--- src/design/pmicr_pkg.sv ---
// Register map constants for the power-manager register block
package pmicr_pkg;
   // ----------------------------------------------------------------
   // Register addresses
   // ----------------------------------------------------------------
   localparam logic [7:0] A_GEN1   = 8'h01; // Shutdown delay, start order
   localparam logic [7:0] A_GEN2   = 8'h02; // Group enables, all off
   localparam logic [7:0] A_GEN3   = 8'h03; // Status and strapped fields
   localparam logic [7:0] A_VG1    = 8'h04; // Gate supply settings
   localparam logic [7:0] A_F1     = 8'h05; // Gate supply fault_summary
   localparam logic [7:0] A_F2     = 8'h07; // Regulator 2 fault_summary
   localparam logic [7:0] A_F3     = 8'h09; // Regulator 3 fault_summary
   localparam logic [7:0] A_F4     = 8'h0b; // Regulator 4 fault_summary
   localparam logic [7:0] A_R5SS   = 8'h0d; // Regulator 5 ramp time
   localparam logic [7:0] A_F5     = 8'h0e; // Regulator 5 fault_summary
   localparam logic [7:0] A_R6S    = 8'h0f; // Regulator 6 settings
   localparam logic [7:0] A_R6SS   = 8'h10; // Regulator 6 ramp time
   localparam logic [7:0] A_F6     = 8'h11; // Regulator 6 fault_summary
   localparam logic [7:0] A_R7S    = 8'h12; // Regulator 7 settings
   localparam logic [7:0] A_R7SS   = 8'h13; // Regulator 7 rate and ramp
   localparam logic [7:0] A_F7     = 8'h14; // Regulator 7 fault_summary
   localparam logic [7:0] A_R8M    = 8'h16; // Regulator 8 current and mode
   localparam logic [7:0] A_F8     = 8'h17; // Regulator 8 fault_summary
   localparam logic [7:0] A_FSUM   = 8'h18; // Fault summary
   localparam logic [7:0] A_BUS    = 8'h19; // Bus settings
   localparam logic [7:0] A_TRIM3  = 8'h49; // Regulator 3 fine trim
   localparam logic [7:0] A_R7EN   = 8'h58; // Regulator 7 enable control
   localparam logic [7:0] A_R7TRIM = 8'h59; // Regulator 7 level trim
   localparam int         NSTORE   = 26;    // Stored bytes 0x00 to 0x19
   // ----------------------------------------------------------------
   // Field masks and reset values
   // ----------------------------------------------------------------
   localparam logic [7:0] M_GEN1   = 8'h0f; // shutdown_delay_sel, startup_order_sel
   localparam logic [7:0] M_GEN2A  = 8'h1f; // turn_everything_off, four groups
   localparam logic [7:0] M_GEN2B  = 8'h13; // Five-regulator group set
   localparam logic [7:0] M_SET    = 8'h1f; // voltage_step_target, window_limit_sel
   localparam logic [7:0] M_SS     = 8'h03; // ramp_time_override
   localparam logic [7:0] M_R7SSB  = 8'h0c; // Rate field only, five-regulator
   localparam logic [7:0] M_R8M    = 8'h7f; // Current step, loop select, ramp
   localparam logic [7:0] M_BUS    = 8'h01; // Bus accuracy bit
   localparam logic [7:0] M_F7     = 8'h07; // Regulator 7 has no heat/short/limit
   localparam logic [7:0] M_F1B    = 8'h06; // Gate supply fault_summary, five-regulator
   localparam logic [7:0] M_FSUMB  = 8'h9f; // Summary bits, five-regulator
   localparam logic [7:0] R8M_RST  = 8'h78; // Full current, current loop
   localparam int         CELL_BIT = 2;     // cell_kind_sel in status byte
   localparam int         COLD_BIT = 3;     // battery_insert_flag in status byte
   localparam int         LOOP_BIT = 2;     // backlight_loop_sel
   localparam logic [3:0] NO_FLT   = 4'hf;  // Not a fault register
   // ----------------------------------------------------------------
   // Strap decode thresholds in 32nds of the core supply
   // ----------------------------------------------------------------
   localparam logic [4:0] RT_1000 = 5'h09;
   localparam logic [4:0] RT_1250 = 5'h0d;
   localparam logic [4:0] RT_1500 = 5'h11;
   localparam logic [4:0] RT_1750 = 5'h15;
   localparam logic [4:0] RT_2000 = 5'h19;
   localparam logic [4:0] SS_2MS  = 5'h0b;
   localparam logic [4:0] SS_8MS  = 5'h13;
   localparam logic [4:0] SS_32MS = 5'h1b;
   // Primary rate codes: 750, 1000, 1250, 1500, 1750, 2000 kHz
   typedef enum logic [2:0] {
      PMICR_750, PMICR_1000, PMICR_1250, PMICR_1500, PMICR_1750, PMICR_2000
   } pmicr_rate_t;
   // ----------------------------------------------------------------
   // Timing
   // ----------------------------------------------------------------
   localparam int CLK_MHZ        = 40;    // System clock
   localparam int STRAP_SETTLE_NS = 10000; // Strap settle before sampling
   localparam int STRAP_CYC      = (STRAP_SETTLE_NS * CLK_MHZ) / 1000;
endpackage

--- src/design/pmicr_regmap.sv ---
// Two-wire register map with strap capture and fault latching
// Notes on behaviour
// - Per-regulator fault bits plus voltage step done
// - Summary register, one flag per regulator
// - Fault bytes read-only, status byte takes only cell bit and flag clear; regulator 3 trim and regulator 7 enable/trim lie outside 0x00-0x19
// - Unconnected rate strap starts at 750 kHz
// - Rate strap fraction decodes to six rates
// - Rate strap sampled once at startup only
// - Ramp strap decoded once to four times
// - Five-regulator variant reserves absent regulators
// - Strapped ramp copied into regulators 5-8
// - Battery flag sampled with the straps, host clears
// - Loop select defaults to current regulation
`timescale 1ns/1ps
module pmicr_regmap
   import pmicr_pkg::*;
#(
   parameter logic [6:0] DEV_ADDR  = 7'h2a, // Bus address
   parameter bit         EIGHT_REG = 1'b1   // Eight-regulator variant
) (
   input  wire logic                clock,
   input  wire logic                reset,
   input  wire logic                scl_in,
   input  wire logic                sda_in,
   output logic                     sda_out,
   output logic                     sda_oe,
   input  wire logic                rate_strap_open,
   input  wire logic [4:0]          rate_strap_input,
   input  wire logic [4:0]          ramp_strap_code,
   input  wire logic                battery_insert_in,
   input  wire logic                power_down_in,
   input  wire logic [39:0]         fault_in,
   input  wire logic [7:0]          step_done_in,
   output logic [NSTORE*8-1:0]      cfg_image,
   output logic [7:0]               trim3_out,
   output logic [7:0]               r7_enable_out,
   output logic [7:0]               r7_trim_out,
   output logic [2:0]               primary_switch_rate,
   output logic [1:0]               strapped_ramp_time,
   output logic                     strap_done
);
   // ----------------------------------------------------------------
   // Input synchronisers
   // ----------------------------------------------------------------
   localparam int SW = 63;
   logic [SW-1:0] sync1_r;             // First stage, read only by second
   logic [SW-1:0] sync2_r;             // Safe copy
   logic          scl_p_r;             // Delayed clock line
   logic          sda_p_r;             // Delayed data line

   // Two flops for every pin input
   always_ff @(posedge clock or posedge reset) begin
      if (reset) begin
         sync1_r <= '0;
         sync2_r <= '0;
         // Bus lines rest high so no false edge follows reset
         sync1_r[62:61] <= 2'h3;
         sync2_r[62:61] <= 2'h3;
         scl_p_r <= 1'b1;
         sda_p_r <= 1'b1;
      end else begin
         sync1_r <= {scl_in, sda_in, rate_strap_open, rate_strap_input,
                     ramp_strap_code, battery_insert_in, power_down_in,
                     fault_in, step_done_in};
         sync2_r <= sync1_r;
         scl_p_r <= sync2_r[62];
         sda_p_r <= sync2_r[61];
      end
   end

   wire       scl_s  = sync2_r[62];
   wire       sda_s  = sync2_r[61];
   wire       open_s = sync2_r[60];
   wire [4:0] rate_s = sync2_r[59:55];
   wire [4:0] ramp_s = sync2_r[54:50];
   wire       bat_s  = sync2_r[49];
   wire       pd_s   = sync2_r[48];
   wire [39:0] flt_s = sync2_r[47:8];
   wire [7:0] done_s = sync2_r[7:0];

   wire scl_rise = scl_s & ~scl_p_r;
   wire scl_fall = ~scl_s & scl_p_r;
   wire bus_start = scl_s & scl_p_r & ~sda_s & sda_p_r;
   wire bus_stop  = scl_s & scl_p_r & sda_s & ~sda_p_r;

   // ----------------------------------------------------------------
   // Decode helpers
   // ----------------------------------------------------------------
   // Writable bits of a stored byte; zero means read-only or reserved
   function automatic logic [7:0] wr_mask(input logic [7:0] a);
      logic [7:0] m;
      m = 8'h00;
      case (a)
         A_GEN1: m = M_GEN1;
         A_GEN2: m = EIGHT_REG ? M_GEN2A : M_GEN2B;
         A_VG1, A_R6S, A_R7S: m = EIGHT_REG ? M_SET : 8'h00;
         8'h06, 8'h08, 8'h0a, 8'h0c, 8'h15: m = M_SET;
         A_R5SS: m = M_SS;
         A_R6SS: m = EIGHT_REG ? M_SS : 8'h00;
         A_R7SS: m = EIGHT_REG ? M_SS | M_R7SSB : M_R7SSB;
         A_R8M:  m = M_R8M;
         A_BUS:  m = M_BUS;
         default: m = 8'h00;
      endcase
      return m;
   endfunction

   // Fault register address to regulator index
   function automatic logic [3:0] flt_idx(input logic [7:0] a);
      logic [3:0] i;
      i = NO_FLT;
      case (a)
         A_F1: i = 4'h0;
         A_F2: i = 4'h1;
         A_F3: i = 4'h2;
         A_F4: i = 4'h3;
         A_F5: i = 4'h4;
         A_F6: i = 4'h5;
         A_F7: i = 4'h6;
         A_F8: i = 4'h7;
         default: i = NO_FLT;
      endcase
      return i;
   endfunction

   // Fraction decode to a threshold band
   function automatic logic [2:0] band(input logic [4:0] c,
                                       input logic [4:0] t1,
                                       input logic [4:0] t2,
                                       input logic [4:0] t3,
                                       input logic [4:0] t4,
                                       input logic [4:0] t5);
      logic [2:0] b;
      b = 3'h0;
      if (c >= t1) b = 3'h1;
      if (c >= t2) b = 3'h2;
      if (c >= t3) b = 3'h3;
      if (c >= t4) b = 3'h4;
      if (c >= t5) b = 3'h5;
      return b;
   endfunction

   // Ramp strap fraction to the two-bit ramp code
   function automatic logic [1:0] ramp_dec(input logic [4:0] c);
      return c >= SS_32MS ? 2'h3 : c >= SS_8MS ? 2'h2 : c >= SS_2MS ? 2'h1 : 2'h0;
   endfunction

   // ----------------------------------------------------------------
   // Strap capture after reset release
   // ----------------------------------------------------------------
   logic [15:0] settle_r;              // Settle counter
   logic        strap_done_r;          // Straps captured
   logic [2:0]  rate_r;                // Primary rate code
   logic [1:0]  ramp_r;                // Strapped ramp time
   wire         strap_fire = ~strap_done_r && (settle_r == 16'(STRAP_CYC - 1));

   // Settle counter, stops once the straps are taken
   always_ff @(posedge clock or posedge reset) begin
      if (reset) begin
         settle_r     <= 16'h0000;
         strap_done_r <= 1'b0;
      end else if (!strap_done_r) begin
         settle_r     <= settle_r + 16'h0001;
         strap_done_r <= strap_fire;
      end
   end

   // Straps sampled once; later changes ignored
   always_ff @(posedge clock or posedge reset) begin
      if (reset) begin
         rate_r <= PMICR_750;
         ramp_r <= 2'h0;
      end else if (strap_fire) begin
         // Floating input falls back to the slowest rate
         rate_r <= open_s ? PMICR_750 :
                   band(rate_s, RT_1000, RT_1250, RT_1500,
                        RT_1750, RT_2000);
         ramp_r <= ramp_dec(ramp_s);
      end
   end

   // ----------------------------------------------------------------
   // Bus slave state
   // ----------------------------------------------------------------
   typedef enum logic [2:0] {
      PMICR_IDLE, PMICR_ADDR, PMICR_ACK, PMICR_WIDX,
      PMICR_WDATA, PMICR_RDATA, PMICR_MACK, PMICR_RLOAD
   } pmicr_bus_t;
   pmicr_bus_t  st_r;                  // Slave state
   logic [3:0]  cnt_r;                 // Bit counter
   logic [7:0]  shift_r;               // Incoming byte
   logic [7:0]  tx_r;                  // Outgoing byte
   logic [7:0]  ptr_r;                 // Register pointer
   logic        rw_r;                  // Read transfer
   logic        idx_ok_r;              // Pointer byte received
   logic        sda_oe_r;              // Pulling data low
   logic        sda_out_r;             // Driven level, always low
   logic [7:0]  rd_data;               // Read mux
   logic [NSTORE-1:0][7:0] store_r;    // Writable bytes
   logic [7:0]  trim3_r;               // Regulator 3 fine trim
   logic [7:0]  r7en_r;                // Regulator 7 enable control
   logic [7:0]  r7trim_r;              // Regulator 7 level trim
   logic [7:0][4:0] flt_r;             // Latched fault_summary per regulator

   wire rd_load  = scl_fall && ((st_r == PMICR_ACK && rw_r) || st_r == PMICR_RLOAD);
   wire wr_fire  = scl_fall && st_r == PMICR_WDATA && cnt_r == 4'h8;
   wire [3:0] rd_fi = flt_idx(ptr_r);

   // Summary: one flag per regulator, 8 in the top bit
   logic [7:0] fsum;
   always_comb begin
      for (int i = 0; i < 8; i++) begin
         fsum[i] = |flt_r[i];
      end
      if (!EIGHT_REG) begin
         fsum = fsum & M_FSUMB;
      end
   end

   // Read mux; unmapped addresses and unused bits read zero
   always_comb begin
      rd_data = 8'h00;
      if (rd_fi != NO_FLT) begin
         rd_data = {2'h0, flt_r[rd_fi], done_s[rd_fi[2:0]]};
         if (rd_fi == 4'h6) rd_data = rd_data & M_F7;
         if (!EIGHT_REG && rd_fi == 4'h0) rd_data = rd_data & M_F1B;
         if (!EIGHT_REG && (rd_fi == 4'h5 || rd_fi == 4'h6)) rd_data = 8'h00;
      end else if (ptr_r == A_GEN3) begin
         rd_data = {3'h0, pd_s, store_r[A_GEN3][COLD_BIT:CELL_BIT], ramp_r};
      end else if (ptr_r == A_FSUM) begin
         rd_data = fsum;
      end else if (ptr_r == A_TRIM3) begin
         rd_data = trim3_r;
      end else if (EIGHT_REG && ptr_r == A_R7EN) begin
         rd_data = r7en_r;
      end else if (EIGHT_REG && ptr_r == A_R7TRIM) begin
         rd_data = r7trim_r;
      end else if (ptr_r < 8'(NSTORE)) begin
         rd_data = store_r[ptr_r[4:0]] & wr_mask(ptr_r);
      end
   end

   // Two-wire slave sequencing
   always_ff @(posedge clock or posedge reset) begin
      if (reset) begin
         st_r     <= PMICR_IDLE;
         cnt_r    <= 4'h0;
         shift_r  <= 8'h00;
         tx_r     <= 8'h00;
         ptr_r    <= 8'h00;
         rw_r     <= 1'b0;
         idx_ok_r <= 1'b0;
         sda_oe_r <= 1'b0;
      end else if (bus_start) begin
         // Start or repeated start
         st_r     <= PMICR_ADDR;
         cnt_r    <= 4'h0;
         idx_ok_r <= 1'b0;
         sda_oe_r <= 1'b0;
      end else if (bus_stop) begin
         st_r     <= PMICR_IDLE;
         sda_oe_r <= 1'b0;
      end else if (scl_rise) begin
         case (st_r)
            PMICR_ADDR, PMICR_WIDX, PMICR_WDATA: begin
               shift_r <= {shift_r[6:0], sda_s};
               cnt_r   <= cnt_r + 4'h1;
            end
            PMICR_MACK: begin
               // High means the host refuses further bytes
               st_r <= sda_s ? PMICR_IDLE : PMICR_RLOAD;
            end
            default: begin
            end
         endcase
      end else if (scl_fall) begin
         case (st_r)
            PMICR_ADDR: begin
               if (cnt_r == 4'h8) begin
                  if (shift_r[7:1] == DEV_ADDR) begin
                     sda_oe_r <= 1'b1;
                     rw_r     <= shift_r[0];
                     st_r     <= PMICR_ACK;
                  end else begin
                     st_r <= PMICR_IDLE;
                  end
               end
            end
            PMICR_WIDX: begin
               if (cnt_r == 4'h8) begin
                  ptr_r    <= shift_r;
                  idx_ok_r <= 1'b1;
                  sda_oe_r <= 1'b1;
                  st_r     <= PMICR_ACK;
               end
            end
            PMICR_WDATA: begin
               if (cnt_r == 4'h8) begin
                  ptr_r    <= ptr_r + 8'h01;
                  sda_oe_r <= 1'b1;
                  st_r     <= PMICR_ACK;
               end
            end
            PMICR_ACK, PMICR_RLOAD: begin
               cnt_r <= 4'h0;
               if (rd_load) begin
                  tx_r     <= rd_data;
                  sda_oe_r <= ~rd_data[7];
                  st_r     <= PMICR_RDATA;
               end else begin
                  sda_oe_r <= 1'b0;
                  st_r     <= idx_ok_r ? PMICR_WDATA : PMICR_WIDX;
               end
            end
            PMICR_RDATA: begin
               if (cnt_r == 4'h7) begin
                  sda_oe_r <= 1'b0;
                  ptr_r    <= ptr_r + 8'h01;
                  st_r     <= PMICR_MACK;
               end else begin
                  cnt_r    <= cnt_r + 4'h1;
                  tx_r     <= {tx_r[6:0], 1'b0};
                  sda_oe_r <= ~tx_r[6];
               end
            end
            default: begin
            end
         endcase
      end
   end

   // ----------------------------------------------------------------
   // Register storage
   // ----------------------------------------------------------------
   // Host writes through the field mask; strap copy lands first
   always_ff @(posedge clock or posedge reset) begin
      if (reset) begin
         store_r        <= '0;
         store_r[A_R8M] <= R8M_RST;
      end else begin
         if (strap_fire) begin
            store_r[A_R5SS][1:0] <= ramp_dec(ramp_s);
            store_r[A_R6SS][1:0] <= ramp_dec(ramp_s);
            store_r[A_R7SS][1:0] <= ramp_dec(ramp_s);
            store_r[A_R8M][1:0]  <= ramp_dec(ramp_s);
         end
         if (wr_fire && ptr_r == A_GEN3) begin
            store_r[A_GEN3][CELL_BIT] <= shift_r[CELL_BIT];
            // Zero clears the battery flag; one leaves it alone
            if (!shift_r[COLD_BIT]) store_r[A_GEN3][COLD_BIT] <= 1'b0;
         end else if (wr_fire && ptr_r < 8'(NSTORE)) begin
            store_r[ptr_r[4:0]] <= (store_r[ptr_r[4:0]] & ~wr_mask(ptr_r)) |
                                   (shift_r & wr_mask(ptr_r));
         end
         // Battery flag taken with the straps; beats a clear in the same cycle
         if (strap_fire) store_r[A_GEN3][COLD_BIT] <= bat_s;
      end
   end

   // Special registers outside the main block
   always_ff @(posedge clock or posedge reset) begin
      if (reset) begin
         trim3_r  <= 8'h00;
         r7en_r   <= 8'h00;
         r7trim_r <= 8'h00;
      end else if (wr_fire) begin
         if (ptr_r == A_TRIM3) trim3_r <= shift_r;
         if (EIGHT_REG && ptr_r == A_R7EN) r7en_r <= shift_r;
         if (EIGHT_REG && ptr_r == A_R7TRIM) r7trim_r <= shift_r;
      end
   end

   // Fault_summary latch until their register is read; a new fault wins
   always_ff @(posedge clock or posedge reset) begin
      if (reset) begin
         flt_r <= '0;
      end else begin
         for (int i = 0; i < 8; i++) begin
            flt_r[i] <= ((rd_load && rd_fi == 4'(i)) ? 5'h00 : flt_r[i]) |
                        flt_s[i*5 +: 5];
         end
      end
   end

   // Driven data level is always low
   always_ff @(posedge clock or posedge reset) begin
      if (reset) begin
         sda_out_r <= 1'b0;
      end else begin
         sda_out_r <= 1'b0;
      end
   end

   // ----------------------------------------------------------------
   // Outputs, all from flops
   // ----------------------------------------------------------------
   assign sda_out             = sda_out_r;
   assign sda_oe              = sda_oe_r;
   assign cfg_image           = store_r;
   assign trim3_out           = trim3_r;
   assign r7_enable_out       = r7en_r;
   assign r7_trim_out         = r7trim_r;
   assign primary_switch_rate = rate_r;
   assign strapped_ramp_time  = ramp_r;
   assign strap_done          = strap_done_r;
endmodule

--- config.mk ---
export PLATFORM = sky130hd
export DESIGN_NAME = pmicr_regmap
export DESIGN_NICKNAME = d
export VERILOG_FILES = /design/src/design/pmicr_pkg.sv /design/src/design/pmicr_regmap.sv
export SDC_FILE = /design/constraint.sdc
export NUM_CORES = 1
export LEC_CHECK = 0
export BUFFER_PORTS_ARGS = -buffer_cell sky130_fd_sc_hd__buf_2
export CAP_MARGIN = 20
export CORE_UTILIZATION = 25
export DETAILED_ROUTE_END_ITERATION = 10
export HOLD_SLACK_MARGIN = 0.12
export SYNTH_ARGS = -nofsm -noshare
export SYNTH_HDL_FRONTEND = slang
export SYNTH_SLANG_ARGS = --single-unit
--- constraint.sdc ---
create_clock -name clock -period 14.9 [get_ports clock]
set_clock_uncertainty 0.1 [all_clocks]
set_input_delay 1.49 -clock clock [delete_from_list [all_inputs] [get_ports clock]]
set_output_delay 1.49 -clock clock [all_outputs]
set_load 0.05 [all_outputs]
==> results of run 1 <==
-- worst paths after layout --
path	startpoint	to
max reg2reg	ptr_r[0]	tx_r[3]
max in group asynchronous	reset	ptr_r[0]
min	sync1_r[26]	sync2_r[26]
max	ptr_r[0]	tx_r[3]
min in group asynchronous	reset	sync1_r[52]
min reg2reg	sync1_r[26]	sync2_r[26]
-- synth_stat cells (15+ instances only) --
cell,instances
nand4_1,15
mux2_2,76
dfrtp_1,445
mux4_2,35
inv_1,19
nor2_1,66
mux2i_1,31
o21ai_0,147
buf_2,28
o21ai_1,72
a21o_1,46
clkbuf_1,55
nand3_1,37
nand2_1,285
a21oi_1,56
-- cell families (layout without fill, tap and decap cells) --
family | after synthesis | count (layout)
buffers and inverters | 127 | 432
adders and majority gates | 13 | 13
other | 1 | 4
muxes | 146 | 146
and+or+nand+nor | 499 | 499
xor gates and xnor gates | 16 | 16
AOI/OAI and AO/OA | 435 | 435
DFF | 455 | 455
-- per-stage QoR --
stage                     hold slack [ns]  setup WS [ns]  std cells
after floorplan                     0.231          0.643       1692
after global placement              0.232          10.40       2936
after detailed placement            0.235          10.28       2936
after CTS                           0.242          10.23       3026
after global routing                0.251           9.99       3030
final                               0.241          10.30       3030
-- critical path, stage by stage, from the launching register on --
cell and delay (ns):
dfrtp_4 0.69, buf_4 0.69, inv_1 0.38, ha_1 0.44, mux2_2 0.31, nand3_1 0.17
nand2_1 0.38, o21ai_1 0.58, a221oi_1 0.19, a2111o_1 0.45, o31ai_1 0.08
-- placed cells by master, fill, tap and decap left out, drive strengths merged, types with 11 or more instances in the layout --
cell type / instances
mux4: 38
inv: 22
a21o: 46
a22oi: 15
mux2: 76
ha: 13
mux2i: 32
o211ai: 11
a31oi: 12
o21ai: 220
nor3: 16
nand4: 16
nor2: 66
nand2: 286
buf: 322
a21oi: 56
xnor2: 12
clkbuf: 68
dfrtp: 445
nand3: 37
-- registers in the layout (all words and copies together) (netlist names) --
signal / count
trim3_out: 8
r7_trim_out: 8
rw_r: 1
r7_enable_out: 8
sda_p_r: 1
flt_r: 40
st_r: 3
cfg_image: 208
strapped_ramp_time: 2
idx_ok_r: 1
ptr_r: 8
settle_r: 16
shift_r: 8
sda_oe: 1
cnt_r: 4
sync2_r: 63
scl_p_r: 1
tx_r: 7
sync1_r: 63
primary_switch_rate: 3
strap_done: 1
-- layout make-up --
type	count	area, µm²	share of cell area (%)
Sequential cell	455	11400	48.4
Timing Repair Buffer	322	1690	7.18
Clock buffer	68	1460	6.19
Clock inverter	22	285	1.21
Inverter	20	82.6	0.350
Antenna cell	3	7.51	0.0318
Tap cell	1030	1290	5.47
Multi-Input combinational cell	1110	7360	31.2
-- power by group through the flow --
stage	Combinational [mW]	Clock [mW]	Sequential [mW]
after global placement	0.759	0	1.42
after floorplan	0.631	0	1.34
after global routing	0.837	1.38	1.41
final	0.773	1.29	1.40
after CTS	0.769	1.33	1.40
after detailed placement	0.765	0	1.42
-- metal layers --
layer	global-route usage, %	vias to the layer above
met3	5.63	136
met4	6.70	6
met5	0	-
li1	-	6575
met2	26.7	558
met1	21.6	7407
==> flow_metrics.env, run 1 <==
export IMPL_finalSetupViolations=0
export IMPL_critPathKind="flop to flop"
export IMPL_synth_main_ff_cell="dfrtp_1"
export IMPL_grt_overflow=0
export IMPL_syn_nets=1770
export IMPL_r2r_slack_ns=10.30
export IMPL_hp_class="flop to flop"
export IMPL_antenna_found_initial=6
export IMPL_dp_hpwl_um=50000
export IMPL_grt_pass1_vias=14500
export IMPL_clkPwrFrac_pct=37.4
export IMPL_cts_resized=0
export IMPL_cts_sinks=455
export IMPL_final_util_pct=30.9
export IMPL_cap_violations=0
export IMPL_switching_share_pct=33.3
export IMPL_synth_xor_area_share_pct=0.722
export IMPL_synth_top_family_by_area="compound AO/OA/AOI/OAI gates"
export IMPL_syn_area_per_cell_um2=11.5
export IMPL_outcome="finished clean"
export IMPL_synthAdderAreaFrac_pct=0.838
export IMPL_initialDrtViolationCount=999
export IMPL_stdcell_area_um2=23600
export IMPL_post_cts_buffers=0
export IMPL_dpl_cell_area_um2=21800
export IMPL_cts_htree_levels=2
export IMPL_p_total_mw=3.46
export IMPL_synth_cell_type_count=84
export IMPL_start_kind="flop"
export IMPL_die_h_um=281
export IMPL_required_ns=15.30
export IMPL_worst_slew_pin_slew_ns=1.08
export IMPL_track_usage_pct=17.0
export IMPL_initial_core_util_pct=25.4
export IMPL_cts_root_buf="clkbuf_16"
export IMPL_firstDrtPassIters=5
export IMPL_chipWidth_um=281
export IMPL_fin_crit_ns=4.60
export IMPL_viasPerCell=4.85
export IMPL_cts_hold_repair_buffers=0
export IMPL_yosys_area_top_type="dfrtp_1"
export IMPL_dieArea_um2=78700
export IMPL_relSlewSlack_pct=27.9
export IMPL_drtAntennaViolNets=0
export IMPL_syn_inst=1692
export IMPL_rsz0062_at_grt="false"
export IMPL_cp_end_kind="flop"
export IMPL_min_path_cells=0
export IMPL_synth_seq_cells=455
export IMPL_finalWeightedCongestion=0.885
export IMPL_dr_max_layer_used="met5"
export IMPL_async_flop_share_pct=100
export IMPL_clk_path_buf_depth=3
export IMPL_p_seq_share_pct=40.3
export IMPL_area_delta_synth_final_pct=21.5
export IMPL_cellPowerDensity_nw_per_um2=147
export IMPL_synth_compound_area_share_pct=13.9
export IMPL_ys_warnings_count=0
export IMPL_synthSimpleGateAreaFrac_pct=11.7
export IMPL_fillers=7816
export IMPL_fmax_mhz=218
export IMPL_p_int_mw=2.31
export IMPL_row_count=101
export IMPL_vias=14700
export IMPL_synthesis_area_um2=19400
export IMPL_combPwrFrac_pct=22.3
export IMPL_period_share_pct=30.9
export IMPL_vdd_drop_max_uv=116
export IMPL_crit_arrival_ns=4.99
export IMPL_muxShareOfSynthArea_pct=10.6
export IMPL_rr_worst_depth=10
export IMPL_ys_top_cells_by_area="dfrtp_1 57%, nand2_1 5.5%, mux2_2 4.4%, mux4_2 4.1%, o21ai_0 3.8%"
export IMPL_layout_drive_gt1_share_pct=28.2
export IMPL_drc_errors=0
export IMPL_synth_edf_count=0
export IMPL_port_buffers=303
export IMPL_slew_violations=0
export IMPL_wl_met1_um=27900
export IMPL_grt_first_pass_wirelength_um=99800
export IMPL_seq_area_frac_synth_pct=58.7
export IMPL_yosysTopAreaCellShare_pct=57.4
export IMPL_wl_per_cell_um=22.4
export IMPL_routed_wl_um=67900
export IMPL_wl_met3_um=5950
export IMPL_cellLeakagePower_nw=10.7
export IMPL_core_area_um2=76300
export IMPL_dr_wl_met2_um=31300
export IMPL_grt_max_degree=184
export IMPL_setup_tns_ns=0
export IMPL_crit_fanout=44
export IMPL_cts_clk_slew_worst_paths_ns=0.07
export IMPL_p_sw_mw=1.15
export IMPL_cts_tree="done"
export IMPL_num_nets_final=2036
export IMPL_cts_buffers=49
export IMPL_clkLatencyLatePin_ns=0.60
export IMPL_hold_viol_final=0
export IMPL_ios=305
Note: power is estimated with default switching activity, not from simulation.
==> run 2, diff against run 1 <==
clock period = 4 ns   (was 14.9 ns; I/O delays follow)
==> flow_metrics.env, run 2 (synthesized netlist as in run 1, its figures left out) <==
export IMPL_cts_resized=0
export IMPL_dpl_cell_count=2966
export IMPL_area_delta_synth_final_pct=25.3
export IMPL_p_total_mw=12.8
export IMPL_initialDrtViolationCount=1261
export IMPL_holdPathEnd="sync2_r[0]"
export IMPL_dieArea_um2=78700
export IMPL_final_util_pct=31.9
export IMPL_grt_max_degree=122
export IMPL_cts_htree_levels=2
export IMPL_stdcell_count=3116
export IMPL_largest_reg_flops=208
export IMPL_crit_arrival_ns=3.90
export IMPL_rsz0062_at_grt="false"
export IMPL_dp_hpwl_um=51800
export IMPL_period_share_pct=87.8
export IMPL_finalSetupViolations=0
export IMPL_rr_worst_depth=9
export IMPL_cap_violations=0
export IMPL_row_count=101
export IMPL_track_usage_pct=17.6
export IMPL_initial_core_util_pct=25.4
export IMPL_routed_wl_um=69700
export IMPL_fillers=7787
export IMPL_cts_root_buf="clkbuf_16"
export IMPL_antenna_cells=0
export IMPL_chipWidth_um=281
export IMPL_hp_start="sync1_r[0]"
export IMPL_mostFrequentLayoutCells="443 x dfrtp_1, 303 x buf_2, 285 x nand2_1"
export IMPL_relSlewSlack_pct=30.8
export IMPL_slew_violations=0
export IMPL_core_area_um2=76300
export IMPL_critPathKind="flop to flop"
export IMPL_vias=15000
export IMPL_start_kind="flop"
export IMPL_die_h_um=281
export IMPL_hold_viol_final=0
export IMPL_crit_fanout=22
export IMPL_grt_overflow=0
export IMPL_wl_per_cell_um=22.4
export IMPL_r2r_end="cfg_image[161]"
export IMPL_ios=305
export IMPL_r2r_start="ptr_r[3]"
export IMPL_viasPerCell=4.82
export IMPL_final_common_cell="dfrtp_1"
export IMPL_drtAntennaViolNets=0
export IMPL_cts_clk_slew_worst_paths_ns=0.07
export IMPL_setup_tns_ns=0
export IMPL_hp_class="flop to flop"
export IMPL_cts_buffers=48
export IMPL_clkLatencyLatePin_ns=0.60
export IMPL_firstDrtPassIters=6
export IMPL_antenna_found_initial=1
export IMPL_num_nets_final=2128
export IMPL_drc_errors=0
export IMPL_cts_sinks=455
export IMPL_layout_drive_gt1_share_pct=27.9
export IMPL_cts_tree="done"
export IMPL_clk_path_buf_depth=3
export IMPL_port_buffers=303
export IMPL_min_path_cells=0
export IMPL_grt_pass1_vias=15200
export IMPL_grt_first_pass_wirelength_um=103000
export IMPL_fmax_mhz=285
export IMPL_cellLeakagePower_nw=11.1
export IMPL_fin_crit_ns=3.51
export IMPL_outcome="finished clean"
export IMPL_finalWeightedCongestion=0.911
export IMPL_cellPowerDensity_nw_per_um2=527
export IMPL_r2r_slack_ns=0.49
export IMPL_cp_end_kind="flop"
export IMPL_vdd_drop_max_uv=271
export IMPL_required_ns=4.39
export IMPL_worst_slew_pin_slew_ns=1.03
## run 2: where the power goes
group | internal, mW | switching, mW | leakage [nW]
combinational | 1.10 | 2.07 | 4.52
clock | 2.61 | 1.88 | 0.775
sequential | 4.80 | 0.364 | 5.78
total | 8.50 | 4.32 | 11.1
## run 2: how the worst max path moves through the flow
stage,cells after the start,start,end
6_report,9,ptr_r[3],cfg_image[161]
5_1_grt,9,ptr_r[3],cfg_image[193]
4_1_cts,9,ptr_r[3],cfg_image[201]
3_5_place_dp,9,ptr_r[3],cfg_image[201]
3_3_place_gp,9,ptr_r[3],cfg_image[1]
2_1_floorplan,1,reset,cfg_image[0]
## run 2: layout make-up
| type | count | area, µm² | share of cell area, % |
|---|---|---|---|
| clock inverters | 22 | 246 | 1.01 |
| multi-input cells | 1110 | 7360 | 30.3 |
| clock buffers | 64 | 1330 | 5.47 |
| well taps | 1030 | 1290 | 5.30 |
| inverters | 20 | 78.8 | 0.324 |
| repair buffers | 415 | 2610 | 10.7 |
| flip-flops and latches | 455 | 11400 | 46.9 |
## run 2: what timing repair did
item | CTS | global route
buffers inserted | 0 | 0
endpoints found under the hold margin | 85 | 0
hold buffers | 64 | 0
## run 2: stage by stage
step	area [µm²]	hold slack (ns)	setup slack, ns
2_1_floorplan	19400	0.231	-2.65
3_3_place_gp	22100	0.233	0.527
3_5_place_dp	22100	0.235	0.505
4_1_cts	24300	0.243	0.473
5_1_grt	24300	0.252	0.343
6_report	24300	0.244	0.487
## run 2: layer usage
layer | track usage, % | up-vias | wire length, µm
met5 | 0 | - | 11
met4 | 5.88 | 2 | 2240
met3 | 5.10 | 117 | 5350
met2 | 29.2 | 541 | 33500
met1 | 21.9 | 7594 | 28600
li1 | - | 6754 | -
## run 2: critical path, stage by stage (launching register included)
cell      delay, ns
dfrtp_1        0.84
buf_4          0.34
nand2b_1       0.10
nor2_1         0.64
a22oi_1        0.26
a21oi_1        0.25
nand3b_1       0.31
mux2i_2        0.15
buf_4          0.23
o21ai_0        0.19
==> run 3, diff against run 2 <==
CTS_BUF_LIST = sky130_fd_sc_hd__clkbuf_8   (was unset)
clock period = 4.5 ns   (was 4 ns; I/O delays follow)
==> flow_metrics.env, run 3 (synthesized netlist as in run 1, its figures left out) <==
export IMPL_largest_reg_flops=208
export IMPL_viasPerCell=4.80
export IMPL_cts_sinks=455
export IMPL_cp_slowest_cell="and2_1"
export IMPL_p_total_mw=11.2
export IMPL_vias=15100
export IMPL_stdcell_count=3150
export IMPL_cts_tree="done"
export IMPL_area_delta_synth_final_pct=24.6
export IMPL_final_util_pct=31.7
export IMPL_mostFrequentLayoutCells="443 x dfrtp_1, 303 x buf_2, 285 x nand2_1"
export IMPL_grt_first_pass_wirelength_um=102000
export IMPL_grt_max_degree=132
export IMPL_row_count=101
export IMPL_outcome="finished clean"
export IMPL_grt_overflow=0
export IMPL_clkLatencyLatePin_ns=0.64
export IMPL_cts_clk_slew_worst_paths_ns=0.07
export IMPL_initialDrtViolationCount=1411
export IMPL_cellLeakagePower_nw=11.1
export IMPL_start_kind="flop"
export IMPL_post_cts_buffers=0
export IMPL_vdd_drop_max_uv=327
export IMPL_port_buffers=303
export IMPL_initial_core_util_pct=25.4
export IMPL_dpl_cell_area_um2=21900
export IMPL_crit_buf_inv=1
export IMPL_antenna_found_initial=1
export IMPL_dp_slack_ns=0.889
export IMPL_setup_tns_ns=0
export IMPL_fmax_mhz=274
export IMPL_track_usage_pct=17.4
export IMPL_hold_viol_final=0
export IMPL_drc_errors=0
export IMPL_wl_per_cell_um=22.0
export IMPL_dp_hpwl_um=51200
export IMPL_cellPowerDensity_nw_per_um2=463
export IMPL_firstDrtPassIters=6
export IMPL_stdcell_area_um2=24200
export IMPL_hp_class="flop to flop"
export IMPL_cts_htree_levels=3
export IMPL_dpl_cell_count=2947
export IMPL_slowest_delay_ns=0.66
export IMPL_core_area_um2=76300
export IMPL_worst_slew_pin_slew_ns=1.02
export IMPL_final_common_cell="dfrtp_1"
export IMPL_num_nets_final=2138
export IMPL_crit_family="simple AND/OR/NAND/NOR gates"
export IMPL_chipWidth_um=281
export IMPL_drtAntennaViolNets=0
export IMPL_ios=305
export IMPL_timing_hold_ws_ns=0.234
export IMPL_cap_violations=0
export IMPL_clk_path_buf_depth=3
export IMPL_dieArea_um2=78700
export IMPL_crit_arrival_ns=4.10
export IMPL_grt_pass1_vias=15200
export IMPL_finalWeightedCongestion=0.916
export IMPL_slew_violations=0
export IMPL_cts_root_buf="clkbuf_8"
export IMPL_rsz0062_at_grt="false"
export IMPL_cts_buffers=76
export IMPL_cp_cell_sequence="inv_1 > ha_1 > mux2_2 > nand3_1 > and2_1 > o31ai_1 > a21o_1 > a221oi_1 > and3b_1 > o31ai_2"
export IMPL_crit_fanout=18
export IMPL_routed_wl_um=69200
export IMPL_setup_slack_ns=0.854
export IMPL_cp_end_kind="flop"
export IMPL_fin_crit_ns=3.65
export IMPL_required_ns=4.96
export IMPL_period_share_pct=81.0
export IMPL_critPathKind="flop to flop"
export IMPL_layout_drive_gt1_share_pct=28.7
export IMPL_die_h_um=281
export IMPL_relSlewSlack_pct=31.5
export IMPL_finalSetupViolations=0
## run 3: cell count changes in the layout (fill, tap and decap cells not counted), sizes merged
| cell | delta |
|---|---|
| clkbuf | +32 |
| buf | -18 |
| inv | +15 |
| clkinv | +3 |
| diode | +2 |
## run 3: path summary, 6_finish.rpt
kind                       slack [ns]           to        start  depth (start not counted)
setup / recovery                 0.85      tx_r[4]     ptr_r[0]                         10
hold / removal                   0.23  sync2_r[39]  sync1_r[39]                          0
min in group asynchronous        0.40  sync1_r[52]        reset                          3
setup reg to reg                 0.85      tx_r[4]     ptr_r[0]                         10
max in group asynchronous        2.78    flt_r[20]        reset                          4
hold reg to reg                  0.23  sync2_r[39]  sync1_r[39]                          0
## run 3: area by class of cell
cell class	count	area [µm²]
Timing Repair Buffer	397	2430
Inverter	20	78.8
Antenna cell	2	5.00
Fill cell	7831	52100
Multi-Input combinational cell	1110	7360
Clock inverter	40	298
Tap cell	1030	1290
Sequential cell	455	11400
Clock buffer	96	1320
## run 3: timing repair
item                      4_1_cts  5_1_grt
hold buffers                   64        0
hold endpoints to repair       89        0
resized for setup               0        0
## run 3: per-layer routing
layer  part of all wire, %  GRT usage [%]
met1                    41           22.0
met2                    47           27.8
met3                   8.4           5.51
met4                   3.3           6.70
met5                     0              0
## run 3: where the power goes
group | switching (mW) | internal, mW | leakage, nW
sequential | 0.357 | 4.26 | 5.78
clock | 1.73 | 2.16 | 0.901
combinational | 1.79 | 0.900 | 4.42
